===== config.mk =====
export PLATFORM = sky130hd
export DESIGN_NAME = fbt_teach
export DESIGN_NICKNAME = d
export VERILOG_FILES = /design/src/hw/fbt_pkg.sv /design/src/hw/fbt_teach.sv
export SDC_FILE = /design/constraint.sdc
export NUM_CORES = 1
export LEC_CHECK = 0
export ABC_AREA = 1
export BUFFER_PORTS_ARGS = -buffer_cell sky130_fd_sc_hd__buf_2
export CAP_MARGIN = 20
export CORE_MARGIN = 2
export CORE_UTILIZATION = 46
export CTS_BUF_LIST = sky130_fd_sc_hd__clkbuf_4
export DETAILED_ROUTE_END_ITERATION = 6
export SKIP_LAST_GASP = 1
export SYNTH_ARGS = -nofsm -noshare
export SYNTH_HDL_FRONTEND = slang
export SYNTH_SLANG_ARGS = --single-unit

===== constraint.sdc =====
create_clock -name i_clk_sys -period 19.89 [get_ports i_clk_sys]
set_input_delay 5.967 -clock i_clk_sys [delete_from_list [all_inputs] [get_ports i_clk_sys]]
set_output_delay 5.967 -clock i_clk_sys [all_outputs]
set_load 0.1 [all_outputs]

===== src/hw/fbt_pkg.sv =====
// Package for the fixed blanking teach logic
// Assumes a 50 MHz system clock and a fixed beam count per curtain
package fbt_pkg;

  // ****************************************
  // Geometry
  // ****************************************
  localparam int unsigned BEAMS       = 32;  // Beams in the curtain
  localparam int unsigned MAX_REGIONS = 10;  // Blanked regions allowed
  localparam int unsigned RES_BEAMS   = 2;   // Resolution in beams
  localparam int unsigned CNT_W       = 28;  // Timer width

  // ****************************************
  // Timing
  // ****************************************
  localparam longint unsigned CLK_HZ        = 50000000;
  localparam longint unsigned PRESS_MIN_MS  = 150;   // Least press, 0.15 s
  localparam longint unsigned PRESS_MAX_MS  = 4000;  // Longest press, 4 s
  localparam longint unsigned GATE_MAX_MS   = 4000;  // Gate to interruption, 4 s
  localparam longint unsigned FLASH_MS      = 250;   // Indicator half period

  // Cycles for a time in milliseconds at a clock rate, rounded up
  function automatic longint unsigned ms_to_cyc(input longint unsigned ms,
                                                input longint unsigned hz);
    return (ms * hz + 999) / 1000;
  endfunction

  localparam longint unsigned PRESS_MIN_CYC = ms_to_cyc(PRESS_MIN_MS, CLK_HZ);
  localparam longint unsigned PRESS_MAX_CYC = ms_to_cyc(PRESS_MAX_MS, CLK_HZ);
  localparam longint unsigned GATE_MAX_CYC  = ms_to_cyc(GATE_MAX_MS, CLK_HZ);
  localparam longint unsigned FLASH_CYC     = ms_to_cyc(FLASH_MS, CLK_HZ);

  // ****************************************
  // Teach states
  // ****************************************
  typedef enum logic [1:0] {
    FBT_IDLE  = 2'b00,
    FBT_TEACH = 2'b01
  } fbt_state_t;

endpackage


===== src/hw/fbt_teach.sv =====
// Fixed blanking teach, mask and gating check logic
// Assumes beam, key and gating inputs synchronous to i_clk_sys
//
// Functional notes
// - At most ten blanked regions of adjacent beams
// - One synchronization beam must stay unblanked; only the taught mask is checked, tolerance can blank both
// - Regions spaced at least the resolution apart
// - Tolerance widens each region one beam per side
// - Valid first press starts teach, indicator flashes
// - Valid second press ends teach, stores objects
// - Indicator steady when any beam blanked
// - Indicator off when taught field was clear
// - Object size change over one beam aborts
// - Field interrupted within 4 s of gating
// - Faulty gating makes signal output flash
`timescale 1ns/10ps
module fbt_teach #(
  parameter longint unsigned CLK_HZ = fbt_pkg::CLK_HZ  // Clock rate behind the timing counts
) (
  input  wire logic                      i_clk_sys,
  input  wire logic                      i_sys_rst,
  input  wire logic                      i_teach_key,
  input  wire logic                      i_tolerance_en,
  input  wire logic [fbt_pkg::BEAMS-1:0] i_beam_blocked,
  input  wire logic                      i_gating_req,
  output logic [fbt_pkg::BEAMS-1:0]      o_blank_mask,
  output logic [fbt_pkg::BEAMS-1:0]      o_beam_eval,
  output logic                           o_teach_indicator,
  output logic                           o_teach_size_error_message,
  output logic                           o_signal_out
);

  localparam int unsigned B = fbt_pkg::BEAMS;

  // Timing counts at the clock rate in use
  localparam logic [fbt_pkg::CNT_W-1:0] PRESS_MIN_C =
    fbt_pkg::CNT_W'(fbt_pkg::ms_to_cyc(fbt_pkg::PRESS_MIN_MS, CLK_HZ));
  localparam logic [fbt_pkg::CNT_W-1:0] PRESS_MAX_C =
    fbt_pkg::CNT_W'(fbt_pkg::ms_to_cyc(fbt_pkg::PRESS_MAX_MS, CLK_HZ));
  localparam logic [fbt_pkg::CNT_W-1:0] GATE_MAX_C  =
    fbt_pkg::CNT_W'(fbt_pkg::ms_to_cyc(fbt_pkg::GATE_MAX_MS, CLK_HZ));
  localparam logic [fbt_pkg::CNT_W-1:0] FLASH_C     =
    fbt_pkg::CNT_W'(fbt_pkg::ms_to_cyc(fbt_pkg::FLASH_MS, CLK_HZ));

  // ****************************************
  // Helper functions
  // ****************************************

  // Count blocked beams
  function automatic logic [7:0] pop(input logic [B-1:0] v);
    logic [7:0] n;
    n = 8'h00;
    for (int i = 0; i < B; i++) begin
      n = n + {7'h00, v[i]};
    end
    return n;
  endfunction

  // Check region count, gap and sync beams
  function automatic logic mask_ok(input logic [B-1:0] m);
    logic [7:0] regions;
    logic [7:0] gap;
    logic       bad;
    logic       seen;
    regions = 8'h00;
    gap     = 8'h00;
    bad     = 1'b0;
    seen    = 1'b0;
    for (int i = 0; i < B; i++) begin
      if (m[i] && (i == 0 || !m[i-1])) begin
        regions = regions + 8'h01;
        if (seen && gap < 8'(fbt_pkg::RES_BEAMS)) begin
          bad = 1'b1;
        end
      end
      if (m[i]) begin
        seen = 1'b1;
        gap  = 8'h00;
      end else begin
        gap = gap + 8'h01;
      end
    end
    if (regions > 8'(fbt_pkg::MAX_REGIONS)) begin
      bad = 1'b1;
    end
    if (m[0] && m[B-1]) begin
      bad = 1'b1;
    end
    return !bad;
  endfunction

  // ****************************************
  // Key press timing
  // ****************************************
  logic                         key_d_r;
  logic                         key_d_nxt;
  logic [fbt_pkg::CNT_W-1:0]    press_cnt_r;
  logic [fbt_pkg::CNT_W-1:0]    press_cnt_nxt;
  logic                         valid_press;

  // Measure hold time, flag valid release
  always_comb begin
    key_d_nxt     = i_teach_key;
    press_cnt_nxt = press_cnt_r;
    if (i_teach_key && !key_d_r) begin
      press_cnt_nxt = '0;
    end else if (i_teach_key && press_cnt_r != '1) begin
      press_cnt_nxt = press_cnt_r + 1'b1;
    end
    valid_press = !i_teach_key && key_d_r
                  && (press_cnt_r + 1'b1) >= PRESS_MIN_C
                  && (press_cnt_r + 1'b1) <= PRESS_MAX_C;
  end

  always_ff @(posedge i_clk_sys or posedge i_sys_rst) begin
    if (i_sys_rst) begin
      key_d_r     <= 1'b0;
      press_cnt_r <= '0;
    end else begin
      key_d_r     <= key_d_nxt;
      press_cnt_r <= press_cnt_nxt;
    end
  end

  // ****************************************
  // Teach state and stored mask
  // ****************************************
  fbt_pkg::fbt_state_t  state_r;
  fbt_pkg::fbt_state_t  state_nxt;
  logic [B-1:0]         taught_r;
  logic [B-1:0]         taught_nxt;
  logic [7:0]           ref_size_r;
  logic [7:0]           ref_size_nxt;
  logic                 err_r;
  logic                 err_nxt;
  logic [7:0]           cur_size;

  // Teach sequence with size stability check
  always_comb begin
    state_nxt    = state_r;
    taught_nxt   = taught_r;
    ref_size_nxt = ref_size_r;
    err_nxt      = err_r;
    cur_size     = pop(i_beam_blocked);
    case (state_r)
      fbt_pkg::FBT_IDLE: begin
        if (valid_press) begin
          state_nxt    = fbt_pkg::FBT_TEACH;
          ref_size_nxt = cur_size;
          err_nxt      = 1'b0;
        end
      end
      fbt_pkg::FBT_TEACH: begin
        if ((cur_size > ref_size_r + 8'h01) || (cur_size + 8'h01 < ref_size_r)) begin
          state_nxt = fbt_pkg::FBT_IDLE;
          err_nxt   = 1'b1;
        end else if (valid_press) begin
          state_nxt = fbt_pkg::FBT_IDLE;
          if (mask_ok(i_beam_blocked)) begin
            taught_nxt = i_beam_blocked;
          end else begin
            err_nxt = 1'b1;
          end
        end
      end
      default: state_nxt = fbt_pkg::FBT_IDLE;
    endcase
  end

  always_ff @(posedge i_clk_sys or posedge i_sys_rst) begin
    if (i_sys_rst) begin
      state_r    <= fbt_pkg::FBT_IDLE;
      taught_r   <= '0;
      ref_size_r <= 8'h00;
      err_r      <= 1'b0;
    end else begin
      state_r    <= state_nxt;
      taught_r   <= taught_nxt;
      ref_size_r <= ref_size_nxt;
      err_r      <= err_nxt;
    end
  end

  // ****************************************
  // Gating check and flasher
  // ****************************************
  logic [fbt_pkg::CNT_W-1:0] gate_cnt_r;
  logic [fbt_pkg::CNT_W-1:0] gate_cnt_nxt;
  logic                      gate_fault_r;
  logic                      gate_fault_nxt;
  logic                      gate_seen_r;
  logic                      gate_seen_nxt;
  logic [fbt_pkg::CNT_W-1:0] flash_cnt_r;
  logic [fbt_pkg::CNT_W-1:0] flash_cnt_nxt;
  logic                      flash_r;
  logic                      flash_nxt;
  logic [B-1:0]              eff_mask;
  logic                      field_int;

  // Apply tolerance, evaluate field, time gating
  always_comb begin
    eff_mask = taught_r;
    if (i_tolerance_en) begin
      eff_mask = taught_r | (taught_r << 1) | (taught_r >> 1);
    end
    field_int      = |(i_beam_blocked & ~eff_mask);
    gate_cnt_nxt   = gate_cnt_r;
    gate_fault_nxt = gate_fault_r;
    gate_seen_nxt  = gate_seen_r;
    if (!i_gating_req) begin
      gate_cnt_nxt   = '0;
      gate_seen_nxt  = 1'b0;
      gate_fault_nxt = 1'b0;
    end else if (field_int) begin
      gate_seen_nxt = 1'b1;
    end else if (!gate_seen_r) begin
      gate_cnt_nxt = gate_cnt_r + 1'b1;
      if (gate_cnt_r + 1'b1 >= GATE_MAX_C) begin
        gate_fault_nxt = 1'b1;
      end
    end
    flash_cnt_nxt = flash_cnt_r + 1'b1;
    flash_nxt     = flash_r;
    if (flash_cnt_r + 1'b1 >= FLASH_C) begin
      flash_cnt_nxt = '0;
      flash_nxt     = !flash_r;
    end
  end

  always_ff @(posedge i_clk_sys or posedge i_sys_rst) begin
    if (i_sys_rst) begin
      gate_cnt_r   <= '0;
      gate_fault_r <= 1'b0;
      gate_seen_r  <= 1'b0;
      flash_cnt_r  <= '0;
      flash_r      <= 1'b0;
    end else begin
      gate_cnt_r   <= gate_cnt_nxt;
      gate_fault_r <= gate_fault_nxt;
      gate_seen_r  <= gate_seen_nxt;
      flash_cnt_r  <= flash_cnt_nxt;
      flash_r      <= flash_nxt;
    end
  end

  // ****************************************
  // Registered outputs
  // ****************************************
  always_ff @(posedge i_clk_sys or posedge i_sys_rst) begin
    if (i_sys_rst) begin
      o_blank_mask               <= '0;
      o_beam_eval                <= '0;
      o_teach_indicator          <= 1'b0;
      o_teach_size_error_message <= 1'b0;
      o_signal_out               <= 1'b0;
    end else begin
      o_blank_mask               <= eff_mask;
      o_beam_eval                <= i_beam_blocked & ~eff_mask;
      o_teach_indicator          <= (state_r == fbt_pkg::FBT_TEACH) ? flash_r
                                    : (|taught_r);
      o_teach_size_error_message <= err_r;
      o_signal_out               <= i_gating_req && (!gate_fault_r || flash_r);
    end
  end

endmodule


Word level (Yosys, flattened, before mapping) --
Cells that the tools add are included.
Word-level totals: flip-flop bits (word level) 198, latch bits 0, bits in writable memories 0, memory bits (read-only) 0, input port bits 37, output and inout port bits 67, memories 0
Cells by class: $add $sub $neg 97, multipliers 0, divide/modulo/power cells 0, order comparisons 38, eq/ne operators 9, shifts and indexed selects 0, multiplexer cells 529, bitwise logic cells 6, reductions and logical operators 117
Operators with widths (number):
- two-way mux 8 bit | 250
- adder 8 x 1 -> 8 bit (second input constant) | 63
- two-way mux 1 bit | 267
- < comparator 8 x 2 -> 1 bit (second input constant) | 31
- adder 8 x 1 -> 8 bit | 24
- two-way mux 28 bit | 6
- adder 28 x 1 -> 28 bit (second input constant) | 3
- logical AND 1 bit | 69
- OR reduction 32 bit | 2
- zero test 1 bit | 35
- AND 32 bit | 1
- two-way mux 32 bit | 1
- inverter 32 bit | 1
- OR 32 x 31 -> 32 bit | 1
- OR 32 bit | 1
- >= comparator 28 x 23 -> 1 bit (second input constant) | 1
- >= comparator 28 x 24 -> 1 bit (second input constant) | 1
- >= comparator 28 bit (second input constant) | 1
- less-or-equal comparator 28 bit (second input constant) | 1
- inequality test 28 bit (second input constant) | 1
- adder 7 x 1 -> 8 bit | 1
- > comparator 8 x 4 -> 1 bit (second input constant) | 1
- > comparator 8 bit | 1
- < comparator 8 bit | 1
- 20 further kinds | 32

Logic depth before layout (Yosys ltp) --
Gate-level depths: netlist (run 1).
depth after elaboration 201, gate-level depth with buffers 114

Worst setup path before layout (run 1) --
No wires, ideal clock.
path kind input to register, start point input port i_beam_blocked[0] (netlist bit), end point register taught_r[17], arrival time 22.641 ns, setup slack -2.869 ns, cell stages on the path 112, path buffers 1, path through inv_1 -> ha_1 -> nand2_1 -> inv_1 -> nand2_1 -> o21ai_0 -> o21ai_0 -> inv_1 -> ha_1 -> nand3_1 -> nand2_1 -> ha_1 -> inv_1 -> o21ai_1 -> ha_1 -> o21a_1 -> ha_1 -> nand2_1 -> [76 not listed] -> nand2_1 -> nor2_1 -> nand3_1 -> nor2_2 -> nand3_1 -> nand2_1 -> nand3_1 -> nor2_1 -> nand4_1 -> nor2_1 -> nand2_1 -> inv_2 -> nand2_4 -> inv_2 -> nand4_4 -> buf_6 -> nand2_1 -> nand2_1
On the way: longest elaborated chain between the ends 167
RTL lines:
- start, declared | RTL line fbt_teach.sv:24 | input wire logic [fbt_pkg::BEAMS-1:0] i_beam_blocked,
- two-way mux 1 bit | RTL line fbt_teach.sv:70, fbt_teach.sv:76
- two-way mux 8 bit | RTL line fbt_teach.sv:157 | end else if (valid_press) begin
- two-way mux 8 bit | RTL line fbt_teach.sv:154 | if ((cur_size > ref_size_r + 8'h01) || (cur_size + 8'h01 < ref_size_r)) begin
- two-way mux 8 bit | RTL line fbt_teach.sv:145 | case (state_r)
- adder 8 x 1 -> 8 bit | RTL line fbt_teach.sv:71 | regions = regions + 8'h01;
- two-way mux 8 bit | RTL line fbt_teach.sv:70 | if (m[i] && (i == 0 || !m[i-1])) begin
- two-way mux 8 bit | RTL line fbt_teach.sv:157
- two-way mux 8 bit | RTL line fbt_teach.sv:154
- [151 not listed]
- > comparator 8 x 4 -> 1 bit | RTL line fbt_teach.sv:83 | if (regions > 8'(fbt_pkg::MAX_REGIONS)) begin
- two-way mux 1 bit | RTL line fbt_teach.sv:83
- two-way mux 1 bit | RTL line fbt_teach.sv:86 | if (m[0] && m[B-1]) begin
- two-way mux 1 bit | RTL line fbt_teach.sv:157
- two-way mux 1 bit | RTL line fbt_teach.sv:154
- two-way mux 1 bit | RTL line fbt_teach.sv:145
- inverter 1 bit (no source line)
- AND reduction 4 bit (no source line) (*)
- end signal, assigned | RTL line fbt_teach.sv:178 | taught_r <= taught_nxt;
- end, declared | RTL line fbt_teach.sv:130 | logic [B-1:0] taught_r;
Every way passes the cells marked *; elsewhere a longest branch is shown, timed or not. The select of a mux whose other input is x is not followed. A chain may end at the register's enable or synchronous reset.

Worst setup path after layout (run 1) --
start point input port i_beam_blocked[1] (netlist bit), end point register taught_r[7]
On the way: longest elaborated chain between the ends 163
RTL lines (RTL line):
- logical AND 1 bit | fbt_teach.sv:70
- two-way mux 8 bit | fbt_teach.sv:70
- two-way mux 8 bit | fbt_teach.sv:157
- two-way mux 8 bit | fbt_teach.sv:154
- two-way mux 8 bit | fbt_teach.sv:145
- adder 8 x 1 -> 8 bit | fbt_teach.sv:71
- two-way mux 8 bit | fbt_teach.sv:70
- two-way mux 8 bit | fbt_teach.sv:157
- [147 not listed]
- > comparator 8 x 4 -> 1 bit | fbt_teach.sv:83
- two-way mux 1 bit | fbt_teach.sv:83
- two-way mux 1 bit | fbt_teach.sv:86
- two-way mux 1 bit | fbt_teach.sv:157
- two-way mux 1 bit | fbt_teach.sv:154
- two-way mux 1 bit | fbt_teach.sv:145
- inverter 1 bit (no source line)
- AND reduction 4 bit (no source line) (*)
Marked as above.

==> results of run 1 <==
cells by family (layout without fill, tap and decap cells):
family / after synthesis / count (layout) / synth area share (%)
other: 1 / 9 / 0.0221
xor gates and xnor gates: 69 / 69 / 3.65
buffers and inverters: 491 / 699 / 12.0
adders and majority gates: 85 / 85 / 7.33
and+or+nand+nor: 1450 / 1450 / 39.9
DFF: 195 / 195 / 28.8
AOI/OAI and AO/OA: 236 / 236 / 8.34
path summary, 6_finish.rpt:
path                                           start                                   end  slack [ps]  cells after the start
max                                i_beam_blocked[1]               taught_r[7]$_DFFE_PP0P_       -1010                    113
min                                err_r$_DFFE_PP0P_  o_teach_size_error_message$_DFF_PP0_         400                      0
max reg2reg                ref_size_r[0]$_DFFE_PP0P_               taught_r[7]$_DFFE_PP0P_       14450                     35
min reg2reg                        err_r$_DFFE_PP0P_  o_teach_size_error_message$_DFF_PP0_         400                      0
max in group asynchronous                  i_sys_rst             o_beam_eval[18]$_DFF_PP0_       13220                      4
min in group asynchronous                  i_sys_rst             flash_cnt_r[22]$_DFF_PP0_        5440                      2
what timing repair did:
item / CTS / global route
endpoints found under the setup margin: 33 / 33
resized for setup: 9 / 82
cloned: 2 / 4
hold buffers: 0 / 0
pin swaps: 8 / 29
setup buffers: 20 / 13
worst max-delay path: cells and delay by family:
| family | cells | cell delay, ps |
|---|---|---|
| AOI/OAI and AO/OA | 12 | 1460 |
| buffers and inverters | 16 | 1150 |
| adders and majority gates | 29 | 7170 |
| and+or+nand+nor | 56 | 5730 |
registers in the layout, indices dropped and copies added, names as in the netlist, 6 cells and up:
signal,cells
o_beam_eval,32
flash_cnt_r,28
gate_cnt_r,28
taught_r,32
press_cnt_r,28
o_blank_mask,32
ref_size_r,6
stage by stage:
step	setup WS, ps	power (mW)	utilization (%)
2_1_floorplan	-943	1.17	-
3_3_place_gp	-1610	1.36	50.9
3_5_place_dp	-1990	1.39	50.9
4_1_cts	-1200	1.64	52.4
5_1_grt	-1880	1.85	53.8
6_report	-1010	1.66	53.8
report_power, final:
part	internal (mW)	switching (mW)	total, mW
Combinational	0.390	0.623	1.01
Sequential	0.411	0.00944	0.420
Clock	0.0581	0.170	0.228
Total	0.859	0.802	1.66
final cells by class:
cell class / instances / area share [%]
Timing Repair Buffer: 219 / 7.86
Clock buffer: 17 / 0.651
Multi-Input combinational cell: 1844 / 54.1
Tap cell: 468 / 2.98
Antenna cell: 5 / 0.0638
Inverter: 448 / 8.66
Sequential cell: 195 / 24.9
Clock inverter: 15 / 0.810
cells in the final DEF (no fill, tap or decap), types with 6 or more instances in the layout:
| cell | instances |
|---|---|
| sky130_fd_sc_hd__a21oi_1 | 48 |
| sky130_fd_sc_hd__buf_2 | 101 |
| sky130_fd_sc_hd__buf_4 | 101 |
| sky130_fd_sc_hd__buf_6 | 8 |
| sky130_fd_sc_hd__clkbuf_4 | 17 |
| sky130_fd_sc_hd__clkinv_1 | 9 |
| sky130_fd_sc_hd__dfrtp_1 | 195 |
| sky130_fd_sc_hd__fa_1 | 24 |
| sky130_fd_sc_hd__ha_1 | 40 |
| sky130_fd_sc_hd__ha_4 | 20 |
| sky130_fd_sc_hd__inv_1 | 405 |
| sky130_fd_sc_hd__inv_2 | 30 |
| sky130_fd_sc_hd__inv_8 | 7 |
| sky130_fd_sc_hd__nand2_1 | 502 |
| sky130_fd_sc_hd__nand2_2 | 97 |
| sky130_fd_sc_hd__nand2_4 | 17 |
| sky130_fd_sc_hd__nand3_1 | 217 |
| sky130_fd_sc_hd__nand3_2 | 30 |
| sky130_fd_sc_hd__nand3b_1 | 15 |
| sky130_fd_sc_hd__nand4_1 | 119 |
| sky130_fd_sc_hd__nor2_1 | 325 |
| sky130_fd_sc_hd__nor2_2 | 15 |
| sky130_fd_sc_hd__nor3_1 | 49 |
| sky130_fd_sc_hd__nor3b_1 | 7 |
| sky130_fd_sc_hd__nor4_1 | 20 |
| sky130_fd_sc_hd__o2111ai_1 | 6 |
| sky130_fd_sc_hd__o211ai_1 | 9 |
| sky130_fd_sc_hd__o21ai_0 | 68 |
| sky130_fd_sc_hd__o21ai_1 | 12 |
| sky130_fd_sc_hd__o21ai_2 | 12 |
| sky130_fd_sc_hd__o21bai_1 | 13 |
| sky130_fd_sc_hd__o22ai_1 | 38 |
| sky130_fd_sc_hd__or2_2 | 10 |
| sky130_fd_sc_hd__or2_4 | 7 |
| sky130_fd_sc_hd__xnor2_1 | 10 |
| sky130_fd_sc_hd__xor2_1 | 57 |
layer usage:
layer	track usage, %	part of all wire [%]
met1	33.4	47
met2	41.0	46
met3	2.41	4.2
met4	7.80	2.4
met5	0	0.028
==> Implementation_results.wiki, run 1 <==
{| class="wikitable"
! Metric !! Value
|-
| Die extent in x || 196 um
|-
| Total number of yosys warnings || 0
|-
| Type of element capturing the critical path || flop
|-
| Max Buffers Root-to-Sink || 2
|-
| Clk Latency, worst-skew pair || 660 ps
|-
| Starting density of the core || 46.6%
|-
| Area occupied by multi-input gates || 10,600 um^2
|-
| Status || complete, but fails checks
|-
| Cell at the root of the clock tree || sky130_fd_sc_hd__clkbuf_4
|-
| Setup Viol. Count Final || 33
|-
| Avg Cell Area, Syn || 6.71 um^2
|-
| Number of antenna violations at the first check in global routing || 5
|-
| Final design area excluding fillers || 19,600 um^2
|-
| Most used standard cells in the synthesized netlist || 541 x sky130_fd_sc_hd__nand2_1, 419 x sky130_fd_sc_hd__inv_1, 328 x sky130_fd_sc_hd__nor2_1
|-
| Async set or reset register ratio after synthesis || 100%
|-
| Worst setup SP type || input pin
|-
| Area added between synthesis and finish || 15.6%
|-
| Count of distinct cell types in the synthesized netlist || 60
|-
| Stage delay of the slowest cell on the critical path || 300 ps
|-
| Initial drt markers || 1,121
|-
| Setup repair after global routing missed its margin || yes
|-
| Total global routing overflow || 0
|-
| CTS tree || done
|-
| Most used cell, CP || sky130_fd_sc_hd__ha_4
|-
| Clock skew after layout || 28.7 ps
|-
| Proportion of synthesized chip area in sequential cells || 28.8%
|-
| Max Fanout on Critical Path || 8
|-
| Number of buffers created by CTS || 17
|-
| LEAKAGE || 9.67 nW
|-
| Cell area after technology mapping || 17,000 um^2
|-
| Post-place instance area || 18,600 um^2
|-
| Peak supply drop || 0.118 mV
|-
| Detailed placement HPWL || 35.8 mm
|-
| Post-Syn Instances || 2,527
|-
| Synth Register Bits || 195
|-
| Final Hold Violating Endpoints || 0
|-
| Post-route worst hold slack || 401 ps
|-
| Top FF cell, synth || sky130_fd_sc_hd__dfrtp_1
|-
| Cell taking the most area after synthesis || sky130_fd_sc_hd__dfrtp_1
|-
| Final critical-path required period || 20,900 ps
|-
| Overall routing resource usage || 24.5%
|-
| H-tree level count || 4
|-
| Ports placed on the boundary || 104
|-
| Routed Wire Length || 47.1 mm
|-
| Final RePlAce weighted congestion || 0.895
|-
| Worst Slack Setup Final || -1010 ps
|-
| Number of global-route vias before repair || 16.2k
|-
| Post-CTS clock slew at the launch and capture registers of the worst setup and hold paths || 200 ps
|-
| Fraction of final layout cells sized beyond drive strength 1 || 18.8%
|-
| Pin count of the biggest net entering global routing || 116
|-
| Max-slew violations || 0
|-
| Crit Path Class || in -> reg
|-
| Layout filler cell count || 3,635
|-
| Post-synth top area share || 28.8%
|-
| Std cell rows || 70
|-
| Violations in the final reports || negative setup slack
|-
| Die Footprint || 38,400 um^2
|-
| Worst relative slew slack || 36.4%
|-
| DR DRC count || 0
|-
| Cell with the most instances after synthesis || sky130_fd_sc_hd__nand2_1
|-
| FMAX || 0.0479 GHz
|-
| Number of detailed-routing iterations run before antenna repair || 5
|-
| Worst Tran Pin Value || 942 ps
|-
| Path category of the worst min-delay check || reg -> reg
|-
| Post-layout nets || 2,847
|-
| Port buffer count || 103
|-
| Placeable Area || 36,400 um^2
|-
| Crit path DAT || 21,510 ps
|-
| Vertical extent of the die || 196 um
|-
| Pwr dens || 84.6 nW/um^2
|-
| Required time of the critical path || 20,510 ps
|-
| Synth area leaders || sky130_fd_sc_hd__dfrtp_1 29%, sky130_fd_sc_hd__nand2_1 12%, sky130_fd_sc_hd__inv_1 9.3%
|-
| CP max-delay cell || sky130_fd_sc_hd__ha_1
|-
| Antenna-violating nets left || 0
|-
| Filler-free cell count of the finished design || 3,211
|-
| Sequential cell area || 4880 um^2
|-
| Clock net sink count || 195
|-
| TNS Setup || -32,120 ps
|-
| Vias post-DR || 16.8k
|-
| Max cap viols || 0
|-
| Period Utilization, post-route || 105%
|-
| Via-to-Cell Ratio || 5.22
|-
| Number of enable flip-flop cells after synthesis || 0
|-
| First-pass GRT wire length || 77.6 mm
|-
| Average wire per standard cell || 14.7 um
|-
| Post-Place Cells || 3,136
|}
Note: power is estimated with default switching activity, not from simulation.
==> inputs of run 2 (changes only) <==
- RECOVER_POWER: default -> 100
- SETUP_SLACK_MARGIN: default -> 0.15
==> run 2 against run 1 <==
The flow finishes with violations (max-capacitance violations, max-slew violations, negative setup slack); clock power is essentially flat; non-clock buffer count decreased by 2; critical endpoint unchanged; final cell count barely moved; sequential power about the same; maximum frequency barely moved; highest routed layer unchanged.
==> Implementation_results.wiki, run 2 (synthesized netlist as in run 1, its figures left out) <==
{| class="wikitable"
! Metric !! Value
|-
| Status || complete, but fails checks (unchanged)
|-
| Violations in the final reports || max-capacitance violations, max-slew violations, negative setup slack (was negative setup slack)
|-
| Pwr dens || 85.5 nW/um^2 (was 84.6 nW/um^2)
|-
| Vertical extent of the die || 196 um (unchanged)
|-
| Stage delay of the slowest cell on the critical path || 300 ps (about the same)
|-
| Type of element capturing the critical path || flop (unchanged)
|-
| Die extent in x || 196 um (unchanged)
|-
| Regs by FF count || o_beam_eval (32), o_blank_mask (32), taught_r (32) (unchanged)
|-
| First-pass GRT wire length || 77.6 mm (unchanged)
|-
| Max cap viols || 3 (was 0)
|-
| Most common cell after layout, fill and taps aside || sky130_fd_sc_hd__nand2_1 (unchanged)
|-
| Number of buffers inserted for hold repair after clock tree synthesis || 0 (unchanged)
|-
| Number of antenna violations at the first check in global routing || 5 (unchanged)
|-
| Number of global-route vias before repair || 16.2k (unchanged)
|-
| Most used cells in the layout excluding fill and tap cells || 513 x sky130_fd_sc_hd__nand2_1, 405 x sky130_fd_sc_hd__inv_1, 325 x sky130_fd_sc_hd__nor2_1 (was 502 x sky130_fd_sc_hd__nand2_1, 405 x sky130_fd_sc_hd__inv_1, 325 x sky130_fd_sc_hd__nor2_1)
|-
| Clock skew after layout || 25.1 ps (was 28.7 ps)
|-
| Fraction of final layout cells sized beyond drive strength 1 || 15.7% (was 18.8%)
|-
| Starting density of the core || 46.6% (unchanged)
|-
| Post-route worst hold slack || 399 ps (was 401 ps)
|-
| Overall routing resource usage || 24.5% (unchanged)
|-
| Area occupied by multi-input gates || 10,600 um^2 (about the same)
|-
| Cell at the root of the clock tree || sky130_fd_sc_hd__clkbuf_4 (unchanged)
|-
| Most used cell, CP || sky130_fd_sc_hd__ha_4 (unchanged)
|-
| Required time of the critical path || 20,500 ps (was 20,510 ps)
|-
| Final Hold Violating Endpoints || 0 (unchanged)
|-
| Post-CTS clock slew at the launch and capture registers of the worst setup and hold paths || 200 ps (about the same)
|-
| CTS tree || done (unchanged)
|-
| Crit path DAT || 21,500 ps (was 21,510 ps)
|-
| CP max-delay cell || sky130_fd_sc_hd__ha_1 (unchanged)
|-
| Placeable Area || 36,400 um^2 (unchanged)
|-
| Post-layout nets || 2,845 (was 2,847)
|-
| Std cell rows || 70 (unchanged)
|-
| Worst setup SP type || input pin (unchanged)
|-
| Max-slew violations || 169 (was 0)
|-
| Register-to-Register Setup Slack || 14,450 ps (about the same)
|-
| Crit Path Class || in -> reg (unchanged)
|-
| Period Utilization, post-route || 105% (about the same)
|-
| Sequential cell area || 4880 um^2 (unchanged)
|-
| Initial drt markers || 1,138 (was 1,121)
|-
| Worst relative slew slack || -240% (was 36.4%)
|-
| Detailed placement HPWL || 35.8 mm (unchanged)
|-
| Util after Layout || 53.3% (was 53.8%)
|-
| Average wire per standard cell || 14.6 um (was 14.7 um)
|-
| Number of detailed-routing iterations run before antenna repair || 7 (was 5)
|-
| Layout filler cell count || 3,692 (was 3,635)
|-
| Depth of the most critical reg-to-reg path || 35 (unchanged)
|-
| Port buffer count || 103 (unchanged)
|-
| Peak supply drop || 0.119 mV (was 0.118 mV)
|-
| DR DRC count || 0 (unchanged)
|-
| Max Buffers Root-to-Sink || 2 (unchanged)
|-
| Max Fanout on Critical Path || 8 (unchanged)
|-
| Worst Tran Pin Value || 5070 ps (was 942 ps)
|-
| H-tree level count || 4 (unchanged)
|-
| Antenna-violating nets left || 0 (unchanged)
|-
| Routed Wire Length || 46.8 mm (was 47.1 mm)
|-
| Worst slack at placement || -1990 ps (unchanged)
|-
| Setup repair after global routing missed its margin || yes (unchanged)
|-
| Setup Viol. Count Final || 33 (unchanged)
|-
| Final design area excluding fillers || 19,400 um^2 (was 19,600 um^2)
|-
| TNS Setup || -32,100 ps (was -32,120 ps)
|-
| Area added between synthesis and finish || 14.5% (was 15.6%)
|-
| Clock net sink count || 195 (unchanged)
|-
| Clk Latency, worst-skew pair || 650 ps (was 660 ps)
|-
| Worst Slack Setup Final || -1000 ps (was -1010 ps)
|-
| Hold Path Stages || 0 (unchanged)
|-
| Final RePlAce weighted congestion || 0.895 (unchanged)
|-
| Die Footprint || 38,400 um^2 (unchanged)
|-
| Via-to-Cell Ratio || 5.23 (was 5.22)
|-
| Vias post-DR || 16.8k (about the same)
|-
| Pin count of the biggest net entering global routing || 116 (unchanged)
|-
| FMAX || 0.0479 GHz (about the same)
|-
| Ports placed on the boundary || 104 (unchanged)
|-
| LEAKAGE || 9.37 nW (was 9.67 nW)
|-
| Final critical-path required period || 20,890 ps (was 20,900 ps)
|-
| Number of buffers created by CTS || 17 (unchanged)
|-
| Path category of the worst min-delay check || reg -> reg (unchanged)
|-
| Total global routing overflow || 0 (unchanged)
|-
| Post-place instance area || 18,600 um^2 (unchanged)
|}
==> run 2: report_power, final <==
group	internal, mW	switching, mW
Combinational	0.388	0.624
Clock	0.0581	0.170
Sequential	0.411	0.00960
Total	0.857	0.803
==> run 2: per-layer routing <==
layer | up-vias | global-route usage (%) | routed length (um)
met1 | 7810 | 33.4 | 22200
li1 | 8567 | - | -
met5 | - | 0 | 13
met3 | 67 | 2.41 | 1780
met2 | 331 | 41.0 | 21500
met4 | 2 | 7.80 | 1220
==> run 2: layout make-up <==
class                   count  area share [%]
multi-input cells        1844            54.3
inverters                 448            8.72
diodes                      4          0.0515
well taps                 468            3.02
clock buffers              17           0.657
clock inverters            15           0.818
flip-flops and latches    195            25.1
repair buffers            217            7.27
==> run 2: stage by stage <==
stage          total power, mW  instances
3_3_place_gp              1.36       3136
5_1_grt                   1.84       3208
6_report                  1.66       3208
4_1_cts                   1.64       3190
2_1_floorplan             1.17       2530
3_5_place_dp              1.39       3136
==> run 2: worst paths after layout <==
check                                           from                                   end
setup reg to reg           ref_size_r[0]$_DFFE_PP0P_               taught_r[7]$_DFFE_PP0P_
min in group asynchronous                  i_sys_rst             flash_cnt_r[22]$_DFF_PP0_
hold reg to reg                    err_r$_DFFE_PP0P_  o_teach_size_error_message$_DFF_PP0_
setup / recovery                   i_beam_blocked[1]               taught_r[7]$_DFFE_PP0P_
hold / removal                     err_r$_DFFE_PP0P_  o_teach_size_error_message$_DFF_PP0_
max in group asynchronous                  i_sys_rst             o_beam_eval[18]$_DFF_PP0_
==> run 2: repair_timing <==
action,in CTS,in global routing
gates resized for setup,9,61
pin swaps,8,40
gates cloned,2,1
endpoints found under the setup margin,33,33
setup buffers,20,11
==> run 2: critical path, delay by kind of cell <==
family,cells,cell delay (ps)
compound gates,12,1430
fa+ha+maj,29,7170
simple gates,56,5740
buf+inv,16,1140
==> inputs of run 3 (changes only) <==
- CORE_ASPECT_RATIO: default -> 0.8
- PLACE_DENSITY: default -> 0.64
==> run 3 against run 2 <==
Maximum frequency shrank 1.9%; sequential share of layout area grew 0.075 points; flip-flop and latch count is the same; cell area shrank 0.30%; first-iteration DRC count grew 15%; global-route usage shrank 0.28 points; clock skew grew 9.8 ps; critical path type unchanged; clock power is essentially flat; the flow finishes with violations (design-rule violations, max-capacitance violations, max-slew violations, negative setup slack); non-clock buffer count shrank 1.
==> Implementation_results.wiki, run 3 (synthesized netlist as in run 1, its figures left out) <==
{| class="wikitable"
! Metric !! Value
|-
| Worst slack at placement || -2030 ps (was -1990 ps)
|-
| Cell family with the largest share of critical-path delay || adder cells (unchanged)
|-
| Clock net sink count || 195 (unchanged)
|-
| Area added between synthesis and finish || 14.1% (was 14.5%)
|-
| Required time of the critical path || 20,500 ps (about the same)
|-
| Number of detailed-routing iterations run before antenna repair || 7 (unchanged)
|-
| Pwr dens || 86.0 nW/um^2 (was 85.5 nW/um^2)
|-
| Placeable Area || 36,100 um^2 (was 36,400 um^2)
|-
| Routed metal-1 wirelength || 22.5 mm (was 22.2 mm)
|-
| Initial drt markers || 1,309 (was 1,138)
|-
| LEAKAGE || 9.35 nW (was 9.37 nW)
|-
| Util after Layout || 53.6% (was 53.3%)
|-
| Setup repair after global routing missed its margin || yes (unchanged)
|-
| DR DRC count || 3 (was 0)
|-
| Ports placed on the boundary || 104 (unchanged)
|-
| Worst relative slew slack || -250% (was -240%)
|-
| Max Buffers Root-to-Sink || 2 (unchanged)
|-
| H-tree level count || 4 (unchanged)
|-
| Regs by FF count || o_beam_eval (32), o_blank_mask (32), taught_r (32) (unchanged)
|-
| Vertical extent of the die || 176 um (was 196 um)
|-
| Overall routing resource usage || 24.2% (was 24.5%)
|-
| Std cell rows || 62 (was 70)
|-
| Total global routing overflow || 0 (unchanged)
|-
| Average wire per standard cell || 14.4 um (was 14.6 um)
|-
| Port buffer count || 103 (unchanged)
|-
| Via-to-Cell Ratio || 5.25 (was 5.23)
|-
| Detailed placement HPWL || 35.8 mm (about the same)
|-
| Vias post-DR || 16.9k (was 16.8k)
|-
| Final Hold Violating Endpoints || 0 (unchanged)
|-
| Worst setup SP type || input pin (unchanged)
|-
| FMAX || 0.0470 GHz (was 0.0479 GHz)
|-
| Final critical-path required period || 21,290 ps (was 20,890 ps)
|-
| Type of element capturing the critical path || flop (unchanged)
|-
| Most common cell after layout, fill and taps aside || sky130_fd_sc_hd__nand2_1 (unchanged)
|-
| Cell at the root of the clock tree || sky130_fd_sc_hd__clkbuf_4 (unchanged)
|-
| Number of antenna violations at the first check in global routing || 7 (was 5)
|-
| Max cap viols || 2 (was 3)
|-
| First-pass GRT wire length || 76.3 mm (was 77.6 mm)
|-
| Crit path DAT || 21,900 ps (was 21,500 ps)
|-
| CTS tree || done (unchanged)
|-
| Max Fanout on Critical Path || 11 (was 8)
|-
| Pin count of the biggest net entering global routing || 118 (was 116)
|-
| Clk Latency, worst-skew pair || 670 ps (was 650 ps)
|-
| Period Utilization, post-route || 107% (was 105%)
|-
| Final RePlAce weighted congestion || 0.917 (was 0.895)
|-
| Path category of the worst min-delay check || reg -> reg (unchanged)
|-
| Buffers plus inverters on the worst setup path || 16 (unchanged)
|-
| Worst Slack Setup Final || -1400 ps (was -1000 ps)
|-
| Post-layout nets || 2,844 (was 2,845)
|-
| Clock skew after layout || 34.9 ps (was 25.1 ps)
|-
| Stage delay of the slowest cell on the critical path || 320 ps (was 300 ps)
|-
| Starting density of the core || 46.9% (was 46.6%)
|-
| Die extent in x || 219 um (was 196 um)
|-
| Length of routed met3 wiring || 2.09 mm (was 1.78 mm)
|-
| Max-slew violations || 192 (was 169)
|-
| Fraction of final layout cells sized beyond drive strength 1 || 15.5% (was 15.7%)
|-
| Setup Viol. Count Final || 33 (unchanged)
|-
| CP max-delay cell || sky130_fd_sc_hd__ha_1 (unchanged)
|-
| Most used cell, CP || sky130_fd_sc_hd__nand2_2 (was sky130_fd_sc_hd__ha_4)
|-
| Peak supply drop || 0.124 mV (was 0.119 mV)
|-
| TNS Setup || -44,990 ps (was -32,100 ps)
|-
| Number of global-route vias before repair || 16.0k (was 16.2k)
|-
| Crit Path Class || in -> reg (unchanged)
|-
| Number of buffers inserted for hold repair after clock tree synthesis || 0 (unchanged)
|-
| Number of buffers created by CTS || 17 (unchanged)
|-
| Met2 Wirelength || 20.9 mm (was 21.5 mm)
|-
| Top Layer Used || met5 (unchanged)
|-
| Die Footprint || 38,400 um^2 (about the same)
|-
| Routed Wire Length || 46.4 mm (was 46.8 mm)
|-
| Post-CTS clock slew at the launch and capture registers of the worst setup and hold paths || 170 ps (was 200 ps)
|-
| Most used cells in the layout excluding fill and tap cells || 512 x sky130_fd_sc_hd__nand2_1, 407 x sky130_fd_sc_hd__inv_1, 326 x sky130_fd_sc_hd__nor2_1 (was 513 x sky130_fd_sc_hd__nand2_1, 405 x sky130_fd_sc_hd__inv_1, 325 x sky130_fd_sc_hd__nor2_1)
|-
| Register-to-Register Setup Slack || 14,590 ps (was 14,450 ps)
|-
| Violations in the final reports || design-rule violations, max-capacitance violations, max-slew violations, negative setup slack (was max-capacitance violations, max-slew violations, negative setup slack)
|-
| Worst Tran Pin Value || 5220 ps (was 5070 ps)
|-
| Status || complete, but fails checks (unchanged)
|-
| Antenna-violating nets left || 0 (unchanged)
|}
-- run 3: stage by stage --
stage               instances  hold WS, ps  power [mW]  instance area [um^2]
floorplan                2530          354        1.17                 17200
global placement         3144          418        1.36                 18600
detailed placement       3144          416        1.39                 18600
CTS                      3200          464        1.63                 19100
global route             3220          466        1.84                 19400
finish                   3220          458        1.66                 19400
-- run 3: power by group --
group	total [mW]	internal (mW)	switching, mW
clock network	0.225	0.0674	0.158
registers	0.420	0.411	0.00949
logic	1.02	0.396	0.622
total	1.66	0.875	0.790
-- run 3: final cells by class --
| class | instances | area, um^2 |
|---|---|---|
| fillers | 3626 | 16800 |
| multi-input cells | 1844 | 10500 |
| flip-flops and latches | 195 | 4880 |
| inverters | 448 | 1700 |
| repair buffers | 216 | 1380 |
| well taps | 480 | 601 |
| clock inverters | 14 | 150 |
| clock buffers | 18 | 135 |
| diodes | 5 | 12.5 |
-- run 3: worst paths after layout --
check,depth (start not counted),end,start
worst min-delay path,0,o_teach_size_error_message$_DFF_PP0_,err_r$_DFFE_PP0P_
max in group asynchronous,4,gate_cnt_r[27]$_DFFE_PP0P_,i_sys_rst
min in group asynchronous,2,flash_cnt_r[14]$_DFF_PP0_,i_sys_rst
worst max-delay path,113,taught_r[8]$_DFFE_PP0P_,i_beam_blocked[0]
worst max register to register,35,taught_r[8]$_DFFE_PP0P_,ref_size_r[0]$_DFFE_PP0P_
worst min register to register,0,o_teach_size_error_message$_DFF_PP0_,err_r$_DFFE_PP0P_
-- run 3: layer usage --
layer	GRT usage [%]	up-vias
met5	0	-
met4	6.42	4
met3	3.71	65
met2	38.7	385
met1	34.1	7881
li1	-	8576
-- run 3: repair_timing --
item	4_1_cts	5_1_grt
setup endpoints to repair	33	33
endpoints found under the hold margin	0	0
buffers inserted	23	13
resized for setup	8	50
pin swaps	21	65
gates cloned	1	1
